--- src/rtl/ook_decoder_pkg.sv ---
package ook_decoder_pkg;
	localparam logic [5:0] SYNC_LOW_NOMINAL = 6'h1F;
	localparam logic [5:0] TOL_NONE = 6'h00;
	localparam logic [5:0] TOL_SMALL = 6'h06;
	localparam logic [5:0] TOL_MID = 6'h0D;
	localparam logic [5:0] TOL_WIDE = 6'h14;
	localparam int FRAME_SYMS = 96;
	localparam int FIRST_BITS = 24;
	localparam int FIRST_ADDR_BITS = 20;
	localparam int LAST_BITS = 12;
	localparam logic [3:0] LAST_ADDR_MIN = 4'h8;
	localparam logic [3:0] CODE4_ZERO = 4'h8;
	localparam logic [3:0] CODE4_ONE = 4'hE;
	localparam logic [7:0] CODE8_ZERO = 8'h88;
	localparam logic [7:0] CODE8_ONE = 8'hEE;
	localparam logic [7:0] CODE8_FLOAT = 8'h8E;
	localparam logic [1:0] TRI_ZERO = 2'h0;
	localparam logic [1:0] TRI_ONE = 2'h1;
	localparam logic [1:0] TRI_FLOAT = 2'h2;
	localparam logic [7:0] OFF_CTRL = 8'h00;
	localparam logic [7:0] OFF_ADDR_FIRST = 8'h04;
	localparam logic [7:0] OFF_ADDR_LAST = 8'h08;
	localparam logic [7:0] OFF_PULSE_TIME = 8'h0C;
	localparam logic [7:0] OFF_STATUS = 8'h10;
	localparam int CTRL_FORMAT_BIT = 0;
	localparam int CTRL_TOL_LSB = 1;
	localparam int CTRL_PULSE_BIT = 3;
	localparam int CTRL_LEN_LSB = 4;
	localparam logic [31:0] CTRL_RESET = 32'h0000_0004;
	localparam logic [19:0] ADDR_FIRST_RESET = 20'h0_0000;
	localparam logic [21:0] ADDR_LAST_RESET = 22'h00_0000;
	localparam logic [3:0] PINS_RESET = 4'hF;
	localparam int CLK_MHZ = 200;
	localparam int PULSE_TIME_US = 1000;
	localparam int PULSE_RESET_CYCLES = PULSE_TIME_US * CLK_MHZ;
	typedef enum logic {HUNT, COLLECT} state_type;
endpackage

--- src/rtl/ook_packet_decoder.sv ---
// Local design decisions: strobed register access and the placing of the registers.
`timescale 1ns/1ps
`default_nettype none
module ook_packet_decoder #(
	parameter logic [31:0] PULSE_DEFAULT_CYCLES =
		32'(ook_decoder_pkg::PULSE_RESET_CYCLES)
) (
	input  wire logic        clk_i,
	input  wire logic        nrst_i,
	input  wire logic        sym_i,
	input  wire logic        sym_strobe_i,
	input  wire logic [7:0]  addr_i,
	input  wire logic [31:0] wdata_i,
	input  wire logic        wr_i,
	input  wire logic        rd_i,
	output logic      [31:0] rdata_o,
	output logic             pin_out_first_o,
	output logic             pin_out_second_o,
	output logic             pin_out_third_o,
	output logic             pin_out_last_o,
	output logic             accept_o,
	output logic             reject_o
);

	// software-visible configuration
	logic        fmt_last;
	logic [1:0]  tol_sel;
	logic        pulse_en;
	logic [1:0]  len_sel;
	logic [19:0] link_address;
	logic [21:0] link_address_tri;
	logic [31:0] pulse_time;

	// symbol history and sync search
	logic [95:0] hist;
	logic [95:0] next_hist;
	logic [6:0]  fill;
	logic [5:0]  run_len;
	logic        seen_high;
	logic [95:0] snap;
	logic        snap_ok;
	logic [5:0]  tol;
	logic [5:0]  run_min;
	logic [5:0]  run_max;
	logic        sync_hit;

	// sync-first collection
	ook_decoder_pkg::state_type state;
	logic [6:0]  sym_cnt;
	logic        first_done;

	// decode results
	logic [23:0] f_ok;
	logic [23:0] f_val;
	logic        first_good;
	logic [11:0] l_match;
	logic [1:0]  l_tri [12];
	logic        last_good;
	logic        last_done;
	logic [3:0]  last_payload;
	logic [3:0]  addr_len;
	logic        next_accept;
	logic        next_reject;
	logic [3:0]  next_payload;

	// pins and pulse timer
	logic [3:0]  pins;
	logic        pulse_active;
	logic [31:0] pulse_left;
	logic [7:0]  n_accept;
	logic [7:0]  n_reject;

	// newest symbol enters at bit 0, oldest sits at bit 95
	assign next_hist = {hist[94:0], sym_i};

	always_ff @(posedge clk_i or negedge nrst_i) begin
		if (!nrst_i) begin
			hist <= '0;
			fill <= '0;
		end else if (sym_strobe_i) begin
			hist <= next_hist;
			if (fill != 7'(ook_decoder_pkg::FRAME_SYMS)) begin
				fill <= fill + 7'h01;
			end
		end
	end

	// tolerance window on the low run
	always_comb begin
		case (tol_sel)
			2'h0: tol = ook_decoder_pkg::TOL_NONE;
			2'h1: tol = ook_decoder_pkg::TOL_SMALL;
			2'h2: tol = ook_decoder_pkg::TOL_MID;
			default: tol = ook_decoder_pkg::TOL_WIDE;
		endcase
	end

	assign run_min = ook_decoder_pkg::SYNC_LOW_NOMINAL - tol;
	assign run_max = ook_decoder_pkg::SYNC_LOW_NOMINAL + tol;

	// a run is judged when the next high ends it, so the upper bound holds
	assign sync_hit = sym_strobe_i & sym_i & seen_high
		& (run_len >= run_min) & (run_len <= run_max);

	// low-run counter saturates so an endless quiet link cannot wrap
	always_ff @(posedge clk_i or negedge nrst_i) begin
		if (!nrst_i) begin
			run_len <= '0;
			seen_high <= 1'b0;
		end else if (sym_strobe_i) begin
			if (sym_i) begin
				run_len <= '0;
				seen_high <= 1'b1;
			end else if (run_len != 6'h3F) begin
				run_len <= run_len + 6'h01;
			end
		end
	end

	// freeze the frame in front of each high; it may be a trailing sync
	always_ff @(posedge clk_i or negedge nrst_i) begin
		if (!nrst_i) begin
			snap <= '0;
			snap_ok <= 1'b0;
		end else if (sym_strobe_i && sym_i) begin
			snap <= hist;
			snap_ok <= (fill == 7'(ook_decoder_pkg::FRAME_SYMS));
		end
	end

	// sync-first: the high that ends the sync is the first data symbol
	// a study header is never a valid sync, so study packets cannot move the pins
	always_ff @(posedge clk_i or negedge nrst_i) begin
		if (!nrst_i) begin
			state <= ook_decoder_pkg::HUNT;
			sym_cnt <= '0;
		end else begin
			case (state)
				ook_decoder_pkg::HUNT: begin
					if (sync_hit && !fmt_last) begin
						state <= ook_decoder_pkg::COLLECT;
						sym_cnt <= 7'h01;
					end
				end
				ook_decoder_pkg::COLLECT: begin
					if (first_done) begin
						state <= ook_decoder_pkg::HUNT;
					end else if (sym_strobe_i) begin
						sym_cnt <= sym_cnt + 7'h01;
					end
				end
				default: state <= ook_decoder_pkg::HUNT;
			endcase
		end
	end

	// the 96th symbol completes the frame; decode it as it arrives
	assign first_done = (state == ook_decoder_pkg::COLLECT) & sym_strobe_i
		& (sym_cnt == 7'(ook_decoder_pkg::FRAME_SYMS - 1));

	// sync-first bits: first symbol of a bit is the most significant
	// bit width is fixed at four symbols; a sender must use the same setting
	for (genvar k = 0; k < ook_decoder_pkg::FIRST_BITS; k++) begin : g_first
		logic [3:0] code;
		assign code = next_hist[95 - 4 * k -: 4];
		assign f_ok[k] = (code == ook_decoder_pkg::CODE4_ZERO)
			| (code == ook_decoder_pkg::CODE4_ONE);
		assign f_val[k] = (code == ook_decoder_pkg::CODE4_ONE);
	end

	// bit 0 of the address came first, payload follows it
	assign first_good = (&f_ok)
		& (f_val[ook_decoder_pkg::FIRST_ADDR_BITS - 1:0] == link_address);

	assign addr_len = ook_decoder_pkg::LAST_ADDR_MIN + {2'h0, len_sel};

	// sync-last bits: trinary address, binary data; no learning here
	for (genvar k = 0; k < ook_decoder_pkg::LAST_BITS; k++) begin : g_last
		logic [7:0] code;
		logic       is_addr;
		assign code = snap[95 - 8 * k -: 8];
		assign is_addr = (4'(k) < addr_len);
		always_comb begin
			case (code)
				ook_decoder_pkg::CODE8_ZERO: l_tri[k] = ook_decoder_pkg::TRI_ZERO;
				ook_decoder_pkg::CODE8_ONE: l_tri[k] = ook_decoder_pkg::TRI_ONE;
				ook_decoder_pkg::CODE8_FLOAT: l_tri[k] = ook_decoder_pkg::TRI_FLOAT;
				default: l_tri[k] = 2'h3;
			endcase
		end
		assign l_match[k] = is_addr
			? (l_tri[k] == link_address_tri[2 * k +: 2])
			: ((l_tri[k] == ook_decoder_pkg::TRI_ZERO)
				| (l_tri[k] == ook_decoder_pkg::TRI_ONE));
	end

	// data sent high bit first, so payload bit j is frame bit 11 - j
	for (genvar j = 0; j < 4; j++) begin : g_payload
		assign last_payload[j] = (4'(11 - j) >= addr_len)
			& (l_tri[11 - j] == ook_decoder_pkg::TRI_ONE);
	end

	assign last_done = sync_hit & fmt_last;
	assign last_good = snap_ok & (&l_match);

	// one verdict per completed frame
	always_comb begin
		next_accept = 1'b0;
		next_reject = 1'b0;
		next_payload = '0;
		if (first_done) begin
			next_accept = first_good;
			next_reject = !first_good;
			next_payload = f_val[23:20];
		end else if (last_done) begin
			next_accept = last_good;
			next_reject = !last_good;
			next_payload = last_payload;
		end
	end

	// verdict strobes come from flops so software sees clean pulses
	always_ff @(posedge clk_i or negedge nrst_i) begin
		if (!nrst_i) begin
			accept_o <= 1'b0;
			reject_o <= 1'b0;
			n_accept <= '0;
			n_reject <= '0;
		end else begin
			accept_o <= next_accept;
			reject_o <= next_reject;
			if (next_accept) begin
				n_accept <= n_accept + 8'h01;
			end
			if (next_reject) begin
				n_reject <= n_reject + 8'h01;
			end
		end
	end

	// pins: a new packet beats an expiring pulse in the same cycle
	always_ff @(posedge clk_i or negedge nrst_i) begin
		if (!nrst_i) begin
			pins <= ook_decoder_pkg::PINS_RESET;
			pulse_active <= 1'b0;
			pulse_left <= '0;
		end else if (next_accept) begin
			pins <= ~next_payload;
			pulse_active <= pulse_en;
			pulse_left <= (pulse_time == 32'h0000_0000) ? 32'h0000_0001 : pulse_time;
		end else if (pulse_active) begin
			if (pulse_left == 32'h0000_0001) begin
				pins <= ook_decoder_pkg::PINS_RESET;
				pulse_active <= 1'b0;
			end else begin
				pulse_left <= pulse_left - 32'h0000_0001;
			end
		end
	end

	assign pin_out_first_o = pins[0];
	assign pin_out_second_o = pins[1];
	assign pin_out_third_o = pins[2];
	assign pin_out_last_o = pins[3];

	// configuration writes; changing format mid-frame may drop one packet
	always_ff @(posedge clk_i or negedge nrst_i) begin
		if (!nrst_i) begin
			fmt_last <= ook_decoder_pkg::CTRL_RESET[ook_decoder_pkg::CTRL_FORMAT_BIT];
			tol_sel <= ook_decoder_pkg::CTRL_RESET[ook_decoder_pkg::CTRL_TOL_LSB +: 2];
			pulse_en <= ook_decoder_pkg::CTRL_RESET[ook_decoder_pkg::CTRL_PULSE_BIT];
			len_sel <= ook_decoder_pkg::CTRL_RESET[ook_decoder_pkg::CTRL_LEN_LSB +: 2];
			link_address <= ook_decoder_pkg::ADDR_FIRST_RESET;
			link_address_tri <= ook_decoder_pkg::ADDR_LAST_RESET;
			pulse_time <= PULSE_DEFAULT_CYCLES;
		end else if (wr_i) begin
			case (addr_i)
				ook_decoder_pkg::OFF_CTRL: begin
					fmt_last <= wdata_i[ook_decoder_pkg::CTRL_FORMAT_BIT];
					tol_sel <= wdata_i[ook_decoder_pkg::CTRL_TOL_LSB +: 2];
					pulse_en <= wdata_i[ook_decoder_pkg::CTRL_PULSE_BIT];
					len_sel <= wdata_i[ook_decoder_pkg::CTRL_LEN_LSB +: 2];
				end
				ook_decoder_pkg::OFF_ADDR_FIRST: link_address <= wdata_i[19:0];
				ook_decoder_pkg::OFF_ADDR_LAST: link_address_tri <= wdata_i[21:0];
				ook_decoder_pkg::OFF_PULSE_TIME: pulse_time <= wdata_i;
				default: ;
			endcase
		end
	end

	// read data stands only in the cycle after the strobe
	always_ff @(posedge clk_i or negedge nrst_i) begin
		if (!nrst_i) begin
			rdata_o <= '0;
		end else if (rd_i) begin
			case (addr_i)
				ook_decoder_pkg::OFF_CTRL:
					rdata_o <= {26'h0, len_sel, pulse_en, tol_sel, fmt_last};
				ook_decoder_pkg::OFF_ADDR_FIRST: rdata_o <= {12'h000, link_address};
				ook_decoder_pkg::OFF_ADDR_LAST: rdata_o <= {10'h000, link_address_tri};
				ook_decoder_pkg::OFF_PULSE_TIME: rdata_o <= pulse_time;
				ook_decoder_pkg::OFF_STATUS:
					rdata_o <= {8'h00, n_reject, n_accept, 2'h0, pulse_active,
						(state == ook_decoder_pkg::COLLECT), pins};
				default: rdata_o <= '0;
			endcase
		end else begin
			rdata_o <= '0;
		end
	end

endmodule
`default_nettype wire

--- config.mk ---
export PLATFORM = sky130hd
export DESIGN_NAME = ook_packet_decoder
export DESIGN_NICKNAME = d
export VERILOG_FILES = /design/src/rtl/ook_decoder_pkg.sv /design/src/rtl/ook_packet_decoder.sv
export SDC_FILE = /design/constraint.sdc
export NUM_CORES = 1
export LEC_CHECK = 0
export ABC_AREA = 1
export BUFFER_PORTS_ARGS = -buffer_cell sky130_fd_sc_hd__buf_2
export CORE_MARGIN = 5
export CORE_UTILIZATION = 55
export DETAILED_ROUTE_END_ITERATION = 12
export PLACE_DENSITY_LB_ADDON = 0.25
export SYNTH_ARGS = -nofsm -noshare
export SYNTH_HDL_FRONTEND = slang
export SYNTH_SLANG_ARGS = --single-unit
--- constraint.sdc ---
create_clock -name clk_i -period 2.5 [get_ports clk_i]
set_input_delay 0.25 -clock clk_i [delete_from_list [all_inputs] [get_ports clk_i]]
set_output_delay 0.25 -clock clk_i [all_outputs]
set_load 0.005 [all_outputs]
# Word-level counts from Yosys, hierarchy flattened
# Cells that the tools add are included.
classes:
  add_sub_neg: 9
  n_mul: 0
  div: 0
  order_cmp: 18
  eq_ne: 124
  shift: 0
  mux: 52
  bitwise: 51
  n_reduce_logical: 35
op_table:
  columns: ["operator", "count"]
  rows:
  - ["$eq 8x8->1 const B", 36]
  - ["$eq 4x4->1 const B", 48]
  - ["$mux 32", 5]
  - ["$pmux 32 s5", 1]
  - ["$pmux 2 s3", 12]
  - ["$or 1x1->1", 36]
  - ["$eq 32x1->1 const B", 1]
  - ["$logic_not 32->1", 1]
  - ["$sub 32x1->32 const B", 1]
  - ["$eq 2x1->1 const B", 13]
  - ["$logic_not 2->1", 13]
  - ["$reduce_and 24->1", 1]
  - ["$eq 2x2->1", 11]
  - ["$mux 1", 21]
  - ["$mux 7", 3]
  - ["$eq 20x20->1", 1]
  - ["$mux 4", 5]
  - ["$reduce_and 2->1", 9]
  - ["$add 8x1->8 const B", 2]
  - ["$eq 8x4->1 const B", 2]
  - ["$ge 4x4->1 const A", 4]
  - ["$lt 3x4->1 const A", 4]
  - ["$lt 4x4->1 const A", 4]
  - ["$pmux 5 s3", 1]
  - ["28 further kinds", 54]
word_totals:
  register_bits: 382
  latch_bits: 0
  ram_bits: 0
  mem_bits_ro: 0
  in_bits: 46
  out_inout_bits: 38
  word_cells: 312
  mem_count: 0

# Depth between registers and ports, before layout
# Gate-level depths: netlist of run 1.
logic_depth:
  ltp_word: 11
  mapped_depth: 20
  ltp_nobuf: 19

# Least setup slack after synthesis of run 1
# Ideal clock, no wire load.
synth_timing:
  path_type: "reg2reg"
  from: "register tol_sel[1]"
  to: "register pulse_left[18]"
  setup_ns: 0.120
  arrival_ns: 2.461
  required_time_ns: 2.380
  path_slack_ns: -0.082
  path_stages_with_launch: 17
  path_buffers: 1
  synth_period_minus_slack_ns: 2.582
  cell_sequence: "dfstp_2 -> inv_1 -> ha_1 -> ha_1 -> inv_1 -> nor2_1 -> o21ai_0 -> nand4_1 -> nand2_1 -> nand4_1 -> nor3_2 -> nand3_2 -> nand3_1 -> inv_2 -> buf_6 -> nand2_1 -> nand2_1"
synth_via:
  elab_chain_cells: 11
  word_cells_on_any_way: 17
  classes_between: "2 x add/sub; 2 x order compare; 3 x eq/ne; 4 x mux; 3 x bitwise; 3 x reduce/logical"
synth_rtl:
  columns: ["element", "line", "text"]
  rows:
  - ["from (decl)", "ook_packet_decoder.sv:27", "logic [1:0] tol_sel;"]
  - ["from (signal assigned)", "ook_packet_decoder.sv:270", "tol_sel <= ook_decoder_pkg::CTRL_RESET[ook_decoder_pkg::CTRL_TOL_LSB +: 2];"]
  - ["from (signal assigned)", "ook_packet_decoder.sv:280", "tol_sel <= wdata_i[ook_decoder_pkg::CTRL_TOL_LSB +: 2];"]
  - ["$eq 2x2->1 (tied with other cells)", "ook_packet_decoder.sv:90", "case (tol_sel)"]
  - ["$pmux 5 s3 (*)", "ook_packet_decoder.sv:90", null]
  - ["$sub 5x6->6", "ook_packet_decoder.sv:98", "assign run_min = ook_decoder_pkg::SYNC_LOW_NOMINAL - tol;"]
  - ["$ge 6x6->1", "ook_packet_decoder.sv:103", "& (run_len >= run_min) & (run_len <= run_max);"]
  - ["$and 1x1->1", "ook_packet_decoder.sv:103", null]
  - ["$and 1x1->1 (*)", "ook_packet_decoder.sv:103", null]
  - ["$and 1x1->1 (*)", "ook_packet_decoder.sv:203", "assign last_done = sync_hit & fmt_last;"]
  - ["$mux 1 (*)", "ook_packet_decoder.sv:215", "end else if (last_done) begin"]
  - ["$mux 1 (*)", "ook_packet_decoder.sv:211", "if (first_done) begin"]
  - ["$ne 2x2->1 (no source line) or $reduce_bool 2->1 (tied branches)", null, null]
  - ["$reduce_and 2->1 (no source line)", null, null]
  - ["to (signal assigned)", "ook_packet_decoder.sv:250", "pulse_left <= (pulse_time == 32'h0000_0000) ? 32'h0000_0001 : pulse_time;"]
  - ["to (signal assigned)", "ook_packet_decoder.sv:256", "pulse_left <= pulse_left - 32'h0000_0001;"]
  - ["to (decl)", "ook_packet_decoder.sv:69", "logic [31:0] pulse_left;"]
# Mark *: on every way between the ends. The rest lies on a longest branch, timed or not.
# A chain may end at the register's enable or synchronous reset.

# Final worst setup path of run 1
layout_timing:
  from: "register tol_sel[1]"
  to: "register sym_cnt[0]"
layout_via:
  elab_chain_cells: 9
  word_cells_on_any_way: 13
  classes_between: "2 x add/sub; 2 x order compare; 3 x eq/ne; 1 x mux; 2 x bitwise; 3 x reduce/logical"
layout_rtl:
  columns: ["element", "line", "text"]
  rows:
  - ["$eq 2x2->1 (tied with other cells)", "ook_packet_decoder.sv:90", null]
  - ["$pmux 5 s3 (*)", "ook_packet_decoder.sv:90", null]
  - ["$sub 5x6->6", "ook_packet_decoder.sv:98", null]
  - ["$ge 6x6->1", "ook_packet_decoder.sv:103", null]
  - ["$and 1x1->1", "ook_packet_decoder.sv:103", null]
  - ["$and 1x1->1 (*)", "ook_packet_decoder.sv:103", null]
  - ["$logic_and 1x1->1 (*)", "ook_packet_decoder.sv:140", "if (sync_hit && !fmt_last) begin"]
  - ["$ne 2x2->1 (no source line) (*)", null, null]
  - ["$reduce_and 3->1 (no source line) (*)", null, null]
  - ["to (signal assigned)", "ook_packet_decoder.sv:149", "sym_cnt <= sym_cnt + 7'h01;"]
  - ["to (decl)", "ook_packet_decoder.sv:49", "logic [6:0] sym_cnt;"]
# Marked as above.

==> results of run 1 <==
[cells in the mapped netlist, drive strengths merged, types with 2 or more instances]
master	number	area (um^2)
nand4	66	413
o31ai	2	15.0
nand2	688	2640
and2	3	18.8
buf	22	173
nor2	172	683
nor4	18	131
dfrtp	371	9280
nand3	132	686
xnor2	9	78.8
nor3	64	382
a21oi	32	160
xor2	40	365
nand3b	9	67.6
o22ai	23	144
o221ai	3	26.3
clkbuf	61	229
a221oi	17	149
ha	22	275
o211ai	2	15.0
dfstp	11	289
o21ai	344	1740
or2	13	81.3
nor3b	4	30.0
inv	365	1370
[tightest hold or removal path: stages]
cell and delay, ns:
buf_2 0.10, inv_1 0.12, o21ai_0 0.11
[per-layer routing]
| metal | GRT usage, % | vias to the layer above | share of wire, % |
|---|---|---|---|
| met3 | 5.26 | 140 | 7.1 |
| met4 | 8.29 | 0 | 3.4 |
| met1 | 38.7 | 8363 | 43 |
| met5 | 0 | - | 0 |
| met2 | 46.2 | 612 | 47 |
| li1 | - | 8387 | - |
[where the power goes]
part	total [mW]	leakage (nW)	internal (mW)	switching, mW
Combinational	1.99	5.22	0.707	1.28
Sequential	7.44	4.90	6.87	0.574
Clock	6.21	0.677	3.71	2.50
Total	15.6	10.8	11.3	4.35
[state kept, by name (all words and copies together) (netlist names), 2 cells and up]
register	count
hist	96
pulse_time	32
sym_cnt	7
n_accept	8
snap	96
pins	4
run_len	6
rdata_o	32
n_reject	8
tol_sel	2
fill	7
pulse_left	32
len_sel	2
link_address_tri	22
link_address	20
[how the worst min path moves through the flow]
stage / from / end / slack (ns) / cells after the start
final: wdata_i[10] / pulse_time[10] / 0.02 / 3
after global routing: wdata_i[0] / pulse_time[0] / 0.03 / 3
after CTS: wdata_i[20] / pulse_time[20] / 0.008 / 3
after detailed placement: nrst_i / rdata_o[2] / 0.33 / 1
after global placement: nrst_i / rdata_o[1] / 0.33 / 1
after floorplan: nrst_i / accept_o / -0.05 / 0
[layout by cell type (no fill, tap or decap), types with 53 or more instances in the layout]
cell type,count
dfrtp_1,371
buf_2,81
nor2_1,157
nor3_1,53
nand4_1,66
buf_4,80
nand2_1,664
nand3_1,123
inv_1,353
o21ai_0,306
[per-stage QoR]
step	hold slack (ns)	util (%)
after floorplan	-0.0456	-
after global placement	0.326	59.3
after detailed placement	0.334	59.3
after CTS	0.00773	64.2
after global routing	0.0274	64.7
final	0.0158	64.7
[cell type report]
class	count	area [um^2]	share of cell area, %
sequential	382	9570	41.9
multi-input combinational	1670	8350	36.6
timing repair buffer	199	1550	6.78
inverter	365	1390	6.09
clock buffer	64	1230	5.41
tap	461	577	2.53
clock inverter	11	134	0.586
timing repair inverter	2	27.5	0.121
[kinds of logic after synthesis]
group / after synthesis / share of synthesized area (%)
AND/OR/NAND/NOR: 1170 / 26.3
buffers and inverters: 448 / 9.08
AO/OA/AOI/OAI: 429 / 11.8
flip-flops: 382 / 49.1
XOR/XNOR: 49 / 2.28
adder cells (fa/ha/maj): 22 / 1.41
[timing repair]
action	4_1_cts	5_1_grt
hold buffers	16	0
hold endpoints to repair	89	0
setup buffers	5	6
setup endpoints to repair	62	62
pin swaps	5	7
resized for setup	36	26
cloned	2	2
==> impl_metrics.toml, run 1 <==
[outcome]
status = "finished, violations left"
violations = "negative setup slack"

[setup_path]
critPathMaxFanout = 8
worstSetupEndpoint = "sym_cnt[0]"
slowest_stage = "dfstp_2"
reg2regPathDepth = 19
path_buf_inv = 4
path_depth = 19
cp-start-kind = "register"
critical-path-max-stage-delay_ns = 0.55
crit_required_ns = 2.99
path_class = "register to register"
reg2reg_slack_ns = -0.26
crit_path_cell_trace = "inv_2 > ha_4 > xnor2_2 > ha_1 > nand2_1 > nor2_1 > o21ai_1 > nand4_1 > nand2_1 > nand4_1 > buf_6 > buf_4 > nor2_4 > nand2_2 > nand2_2 > o21ai_4 > inv_2 > o21ai_1 > o21ai_1"
endpoint_kind = "register"
worstSetupStartpoint = "tol_sel[1]"
cp_top_family = "simple AND/OR/NAND/NOR gates"
cpMostUsedCell = "o21ai_1"
reg2reg_from = "tol_sel[1]"
worstPathArrival_ns = 3.25
r2r-end = "sym_cnt[0]"

[placement]
place_ws_ns = -0.339
dp_cells = 3048
port-buffer-count = 83
post_dp_cell_area_um2 = 20900
globalplace.congestion = 1.00
place_hpwl_um = 40000

[layout]
num_antenna_cells = 0
nFillCells = 2976
stdcell_area_um2 = 22800
layout.nets = 2730
fin_cells = 3154
drive_gt1_share_pct = 13.7
synthToLayoutAreaGrowth_pct = 17.1

[clock_tree]
clk_pin_slew_ns = 0.06
cts_buffers = 42
clk_latency_ns = 0.57
cts.sinks = 382
cts_tree = "built"
htree_levels = 2
cts_root_buf = "clkbuf_16"
cts_buffer_depth = 3

[routing]
antenna_left = 0
drt_wl_total_um = 55200
dr.pass1.iters = 8
wl_per_cell_um = 17.5
drc = 0
avgViaCountPerCell = 5.55
via_count = 17500
initialDrtViolationCount = 1753

[sta]
setup_viol = 60
setup_slack_ns = -0.261
final_max_slew_viol_count = 0
rsz0062_at_grt = "true"
period_share_pct = 110
fin_worst_skew_ns = 0.0270
final.setup.tns_ns = -11.03
worst_pin_slew_ns = 0.822
hold_viol_final = 0
fmax_mhz = 362
slew_headroom_pct = 45.2
min_period_ns = 2.76

[power_and_ir_drop]
ir_drop_mv = 0.629
p_leak_nw = 10.8
power_mw = 15.6
p_per_area_nw_per_um2 = 685

[floorplanning]
die-area_um2 = 39300
die_h_um = 198
num_rows = 69
start_util_pct = 55.2
die_x_um = 198
core_area_um2 = 35300
pin_count = 84

[logic_synthesis]
synth_cell_types = 52
avgSynthCellArea_um2 = 7.80
ys.flop_type = "dfrtp_1"
netlist_area_um2 = 19500
syn_nets = 2568
async_reset_ff_share_pct = 100
seq_area_frac_synth_pct = 49.1
synth_edf_count = 0
synth_cells = 2500
yosysWarnings = 0
ys_ff_latch = 382

[global_route]
grt_pass1_vias = 16700
track_usage_pct = 28.2
grt_pass1_wl_um = 88400
gr-total-overflow = 0
grt_max_degree = 197
grt_antenna_before_repair = 0

[worst_hold_path]
min_path_type = "input pin to register"

[run]
maxCapViolCount = 0
Note: power is estimated with default switching activity, not from simulation.
==> inputs of run 2 (changes only) <==
--- a/config.mk
+++ b/config.mk
@@ -6,7 +6,9 @@
 export NUM_CORES = 1
 export LEC_CHECK = 0
 export ABC_AREA = 1
+export ABC_CLOCK_PERIOD_IN_PS = 3400
 export BUFFER_PORTS_ARGS = -buffer_cell sky130_fd_sc_hd__buf_2
+export CAP_MARGIN = 20
 export CORE_MARGIN = 5
 export CORE_UTILIZATION = 55
 export DETAILED_ROUTE_END_ITERATION = 12
==> constraint.sdc (replaced) <==
create_clock -name clk_i -period 3.4 [get_ports clk_i]
set_input_delay 0.34 -clock clk_i [delete_from_list [all_inputs] [get_ports clk_i]]
set_output_delay 0.34 -clock clk_i [all_outputs]
set_load 0.005 [all_outputs]
==> impl_metrics.toml, run 2 (same netlist as run 1, synthesis figures left out) <==
[worst_hold_path]
min_path_type = "input pin to register"

[layout]
layout_common_cells = "nand2_1, dfrtp_1, inv_1"
drive_gt1_share_pct = 10.5
num_antenna_cells = 0
top_regs = "hist x96, snap x96"
layout.nets = 2642
layout_commonest_cell = "nand2_1"
synthToLayoutAreaGrowth_pct = 12.2
multi_input_area_um2 = 8210
nFillCells = 3146
area.sequential_um2 = 9570
stdcell_area_um2 = 21900

[clock_tree]
cts_buffer_depth = 3
htree_levels = 2
cts_root_buf = "clkbuf_16"
cts_tree = "built"
clk_latency_ns = 0.57
cts_buffers = 43
cts.sinks = 382
clk_pin_slew_ns = 0.06

[global_route]
grt_max_degree = 181
track_usage_pct = 27.2
grt_pass1_wl_um = 84900
top_usage_layer = "met2"
grt_antenna_before_repair = 0
gr-total-overflow = 0
grt_use_met3_pct = 4.10
gr-usage-met1_pct = 38.4
use_met2_pct = 43.6
grt_pass1_vias = 16100

[setup_path]
reg2reg_from = "tol_sel[1]"
crit_required_ns = 3.85
reg2regPathDepth = 17
worstSetupStartpoint = "tol_sel[1]"
reg2reg_slack_ns = 0.26
cp-start-kind = "register"
path_class = "register to register"
r2r-end = "pulse_left[6]"
endpoint_kind = "register"
worstSetupEndpoint = "pulse_left[6]"
worstPathArrival_ns = 3.59
critPathMaxFanout = 12

[placement]
place_ws_ns = 0.185
place_hpwl_um = 39300
globalplace.congestion = 0.984
post_dp_cell_area_um2 = 20400
port-buffer-count = 83

[routing]
antenna_left = 0
dr.pass1.iters = 5
via_count = 17000
wl_per_cell_um = 17.4
drc = 0
avgViaCountPerCell = 5.53
drt_wl_total_um = 53400
initialDrtViolationCount = 1516

[sta]
fmax_mhz = 318
hold_viol_final = 0
fin_worst_skew_ns = 0.0247
setup_viol = 0
slew_headroom_pct = 42.4
min_period_ns = 3.14
final.setup.tns_ns = 0
setup_slack_ns = 0.256
worst_pin_slew_ns = 0.864
final_max_slew_viol_count = 0
period_share_pct = 92.5
hold_slack_ns = 0.0179

[power_and_ir_drop]
power_mw = 11.6
p_leak_nw = 10.3
ir_drop_mv = 0.506
p_per_area_nw_per_um2 = 531

[floorplanning]
start_util_pct = 55.2
core_area_um2 = 35300
pin_count = 84
num_rows = 69
die-area_um2 = 39300
die_x_um = 198
die_h_um = 198

[run]
maxCapViolCount = 0

[outcome]
status = "completed"
[run 2: area by class of cell]
type | instances | share of cell area [%]
timing repair buffer | 112 | 3.19
inverter | 365 | 6.27
tap | 461 | 2.64
sequential | 382 | 43.7
clock inverter | 20 | 0.960
clock buffer | 59 | 5.71
multi-input combinational | 1670 | 37.5
[run 2: through the flow]
step                      utilization [%]  std cells
final                                62.0       3069
after global routing                 62.0       3069
after CTS                            61.9       3067
after detailed placement             57.7       2987
after global placement               57.7       2987
after floorplan                         -       2500
[run 2: worst min path at each step]
stage,from,end,slack [ns],cells past startpoint
finish,wdata_i[25],pulse_time[25],0.02,3
floorplan,nrst_i,accept_o,0.04,0
global placement,nrst_i,run_len[3],0.43,1
global route,wdata_i[22],pulse_time[22],0.02,3
detailed placement,nrst_i,rdata_o[1],0.44,1
CTS,wdata_i[25],pulse_time[25],0.0006,3
[run 2: where the power goes]
group / internal (mW) / total, mW / switching [mW]
registers: 5.05 / 5.47 / 0.422
logic: 0.450 / 1.37 / 0.919
clock network: 2.88 / 4.77 / 1.89
total: 8.38 / 11.6 / 3.24
[run 2: timing repair]
action,in CTS,in global routing
hold endpoints to repair,93,0
endpoints found under the setup margin,0,23
buffers inserted,0,2
hold buffers,1,0
gates resized for setup,0,5
[run 2: per-layer routing]
| layer | part of all wire (%) | wire length, um |
|---|---|---|
| met4 | 3.1 | 1640 |
| met5 | 0 | 0 |
| met1 | 45 | 23800 |
| met3 | 6.1 | 3270 |
| met2 | 46 | 24700 |
[run 2: critical path, cell delays in order (launching register included)]
cell and delay (ns):
dfstp_2 0.56, inv_1 0.06, ha_1 0.22, xnor2_1 0.14
ha_1 0.29, nand2_1 0.06, nor2_1 0.04, o21ai_0 0.07
nand4_1 0.09, nand2_1 0.07, nand4_1 0.28, nor3_4 0.40
nand3_4 0.16, nand2_8 0.15, buf_4 0.20, nand2_1 0.07
o21ai_1 0.08, nand2_1 0.07
==> inputs of run 3 (changes only) <==
--- a/config.mk
+++ b/config.mk
@@ -5,7 +5,6 @@
 export SDC_FILE = /design/constraint.sdc
 export NUM_CORES = 1
 export LEC_CHECK = 0
-export ABC_AREA = 1
 export ABC_CLOCK_PERIOD_IN_PS = 3400
 export BUFFER_PORTS_ARGS = -buffer_cell sky130_fd_sc_hd__buf_2
 export CAP_MARGIN = 20
==> impl_metrics.toml, run 3 <==
[global_route]
grt_pass1_vias = 13700
gr-total-overflow = 0
track_usage_pct = 26.0
grt_antenna_before_repair = 0
grt_max_degree = 99
grt_pass1_wl_um = 75900

[power_and_ir_drop]
p_seq_share_pct = 49.1
p_sw_mw = 3.15
p_leak_nw = 9.89
ir_drop_mv = 0.405
p_int_mw = 8.25
combPwrFrac_pct = 12.9
power_mw = 11.4
p_sw_share_pct = 27.6
p_per_area_nw_per_um2 = 545
p_clk_share_pct = 38.0

[sta]
final.setup.tns_ns = 0
fmax_mhz = 303
period_share_pct = 96.9
hold_viol_final = 0
min_period_ns = 3.30
setup_viol = 0
rsz0062_at_grt = "false"
slew_headroom_pct = 29.9
final_max_slew_viol_count = 0
fin_worst_skew_ns = 0.0104
worst_pin_slew_ns = 1.05

[floorplanning]
core_area_um2 = 32700
die-area_um2 = 37000
die_h_um = 192
start_util_pct = 56.0
num_rows = 66
pin_count = 84
die_x_um = 192

[routing]
initialDrtViolationCount = 1006
drc = 0
wl_per_cell_um = 20.7
dr.pass1.iters = 5
avgViaCountPerCell = 5.97
antenna_left = 0
via_count = 13800
drt_wl_total_um = 47700

[logic_synthesis]
seq_area_frac_synth_pct = 52.3
netlist_area_um2 = 18300
syn_nets = 1783
ys_ff_latch = 382
synth_area_leaders = "dfrtp_1, mux2_2, nand2_1, xor2_1, xnor2_1"
synth_cells = 1715
synth_most_common_cell = "dfrtp_1"
ys.flop_type = "dfrtp_1"
yosys.area.top_type_share_pct = 50.7
synthTopCellsByCount = "dfrtp_1, nand2_1, mux2_2"
synth_cell_types = 72
avgSynthCellArea_um2 = 10.7
async_reset_ff_share_pct = 100
yosys.area.top_type = "dfrtp_1"
synth_edf_count = 0
yosysWarnings = 0

[clock_tree]
cts.sinks = 382
clk_latency_ns = 0.53
post_cts_buffers = 0
cts_tree = "built"
htree_levels = 2
clk_pin_slew_ns = 0.06
cts_buffer_depth = 3
cts_buffers = 41
cts_root_buf = "clkbuf_16"

[setup_path]
worstPathArrival_ns = 3.71
cp-start-kind = "register"
path_buf_inv = 2
critical-path-max-stage-delay_ns = 0.56
reg2reg_slack_ns = 0.10
endpoint_kind = "register"
critPathMaxFanout = 13
crit_required_ns = 3.81
crit_path_cell_trace = "inv_1 > ha_1 > ha_1 > nor2b_1 > o21a_1 > o21bai_1 > a21oi_1 > or3_4 > o41ai_4 > buf_12 > mux2_2"
path_class = "register to register"
slowest_stage = "dfstp_2"
cpMostUsedCell = "ha_1"
cp_top_family = "compound AO/OA/AOI/OAI gates"

[run]
maxCapViolCount = 0

[layout]
drive_gt1_share_pct = 22.1
top_regs = "hist x96, snap x96"
layout_commonest_cell = "dfrtp_1"
num_antenna_cells = 0
layout_common_cells = "dfrtp_1, nand2_1, mux2_2"
synthToLayoutAreaGrowth_pct = 14.2
layout.nets = 1905

[placement]
place_hpwl_um = 34000
port-buffer-count = 83
globalplace.congestion = 0.908

[outcome]
status = "completed"

[worst_hold_path]
min_path_type = "input pin to register"
==> run 3: cell count changes after synthesis, sizes merged, moves of 22 or more <==
cell    change
inv       -342
mux2      +183
nand2     -324
nand3     -100
nand4      -24
nand4b     +22
nor2      -114
nor3       -28
o21ai     -282
xnor2      +51
xor2       +22
==> run 3: metrics by stage <==
step	cells	cell area (um^2)	hold WS, ns	utilization [%]	setup slack [ns]
global placement	2235	19600	0.436	59.9	0.163
floorplan	1715	18300	0.0444	-	0.193
global route	2305	20900	0.0324	63.9	0.0379
CTS	2305	20900	0.0250	63.9	0.0621
detailed placement	2235	19600	0.436	59.9	0.0780
finish	2305	20900	0.0394	63.9	0.104
==> run 3: final cells by class <==
class	count	area [um^2]
inverter	23	86.3
sequential	382	9570
clock buffer	55	1160
tap	442	553
timing repair buffer	143	968
clock inverter	14	136
multi-input combinational	1246	8420
fill	2576	11800
==> run 3: what timing repair did <==
item / CTS / global route
hold buffers: 1 / 0
hold endpoints to repair: 89 / 0
setup endpoints to repair: 0 / 4
gates resized for setup: 0 / 1
==> run 3: worst register-to-register path: stages (launching register included) <==
cell and delay (ns):
dfstp_2 0.56, inv_1 0.07, ha_1 0.30, ha_1 0.30, nor2b_1 0.13, o21a_1 0.17, o21bai_1 0.12, a21oi_1 0.15
or3_4 0.44, o41ai_4 0.40, buf_12 0.20, mux2_2 0.34
==> run 3: final timing paths <==
path                              from             end  cells past startpoint
setup / recovery            tol_sel[1]     n_accept[1]                     11
hold / removal             wdata_i[30]  pulse_time[30]                      2
setup reg to reg            tol_sel[1]     n_accept[1]                     11
hold reg to reg               hist[95]        snap[95]                      2
max in group asynchronous       nrst_i        hist[82]                      3
min in group asynchronous       nrst_i     rdata_o[24]                      2
==> run 3: power groups by stage <==
stage / sequential (mW) / clock [mW] / combinational (mW)
2_1_floorplan: 5.47 / 0 / 1.02
3_3_place_gp: 5.63 / 0 / 1.41
3_5_place_dp: 5.65 / 0 / 1.46
4_1_cts: 5.58 / 4.40 / 1.47
5_1_grt: 5.67 / 4.59 / 1.62
6_report: 5.60 / 4.33 / 1.47
==> run 3: routing by layer <==
metal	share of wire (%)	vias to the layer above	track usage, %
met5	0	-	0
met4	4.0	0	9.63
met3	5.1	111	3.67
met2	47	419	42.3
met1	43	6879	35.7
li1	-	6359	-
==> run 3: logic make-up after synthesis <==
| kind of cell | Yosys count | share of synthesized area [%] |
|---|---|---|
| simple gates | 725 | 20.1 |
| compound gates | 180 | 6.45 |
| xor+xnor | 122 | 5.84 |
| buf+inv | 87 | 1.82 |
| fa+ha+maj | 22 | 1.50 |
| mux | 197 | 12.0 |
| flops | 382 | 52.3 |
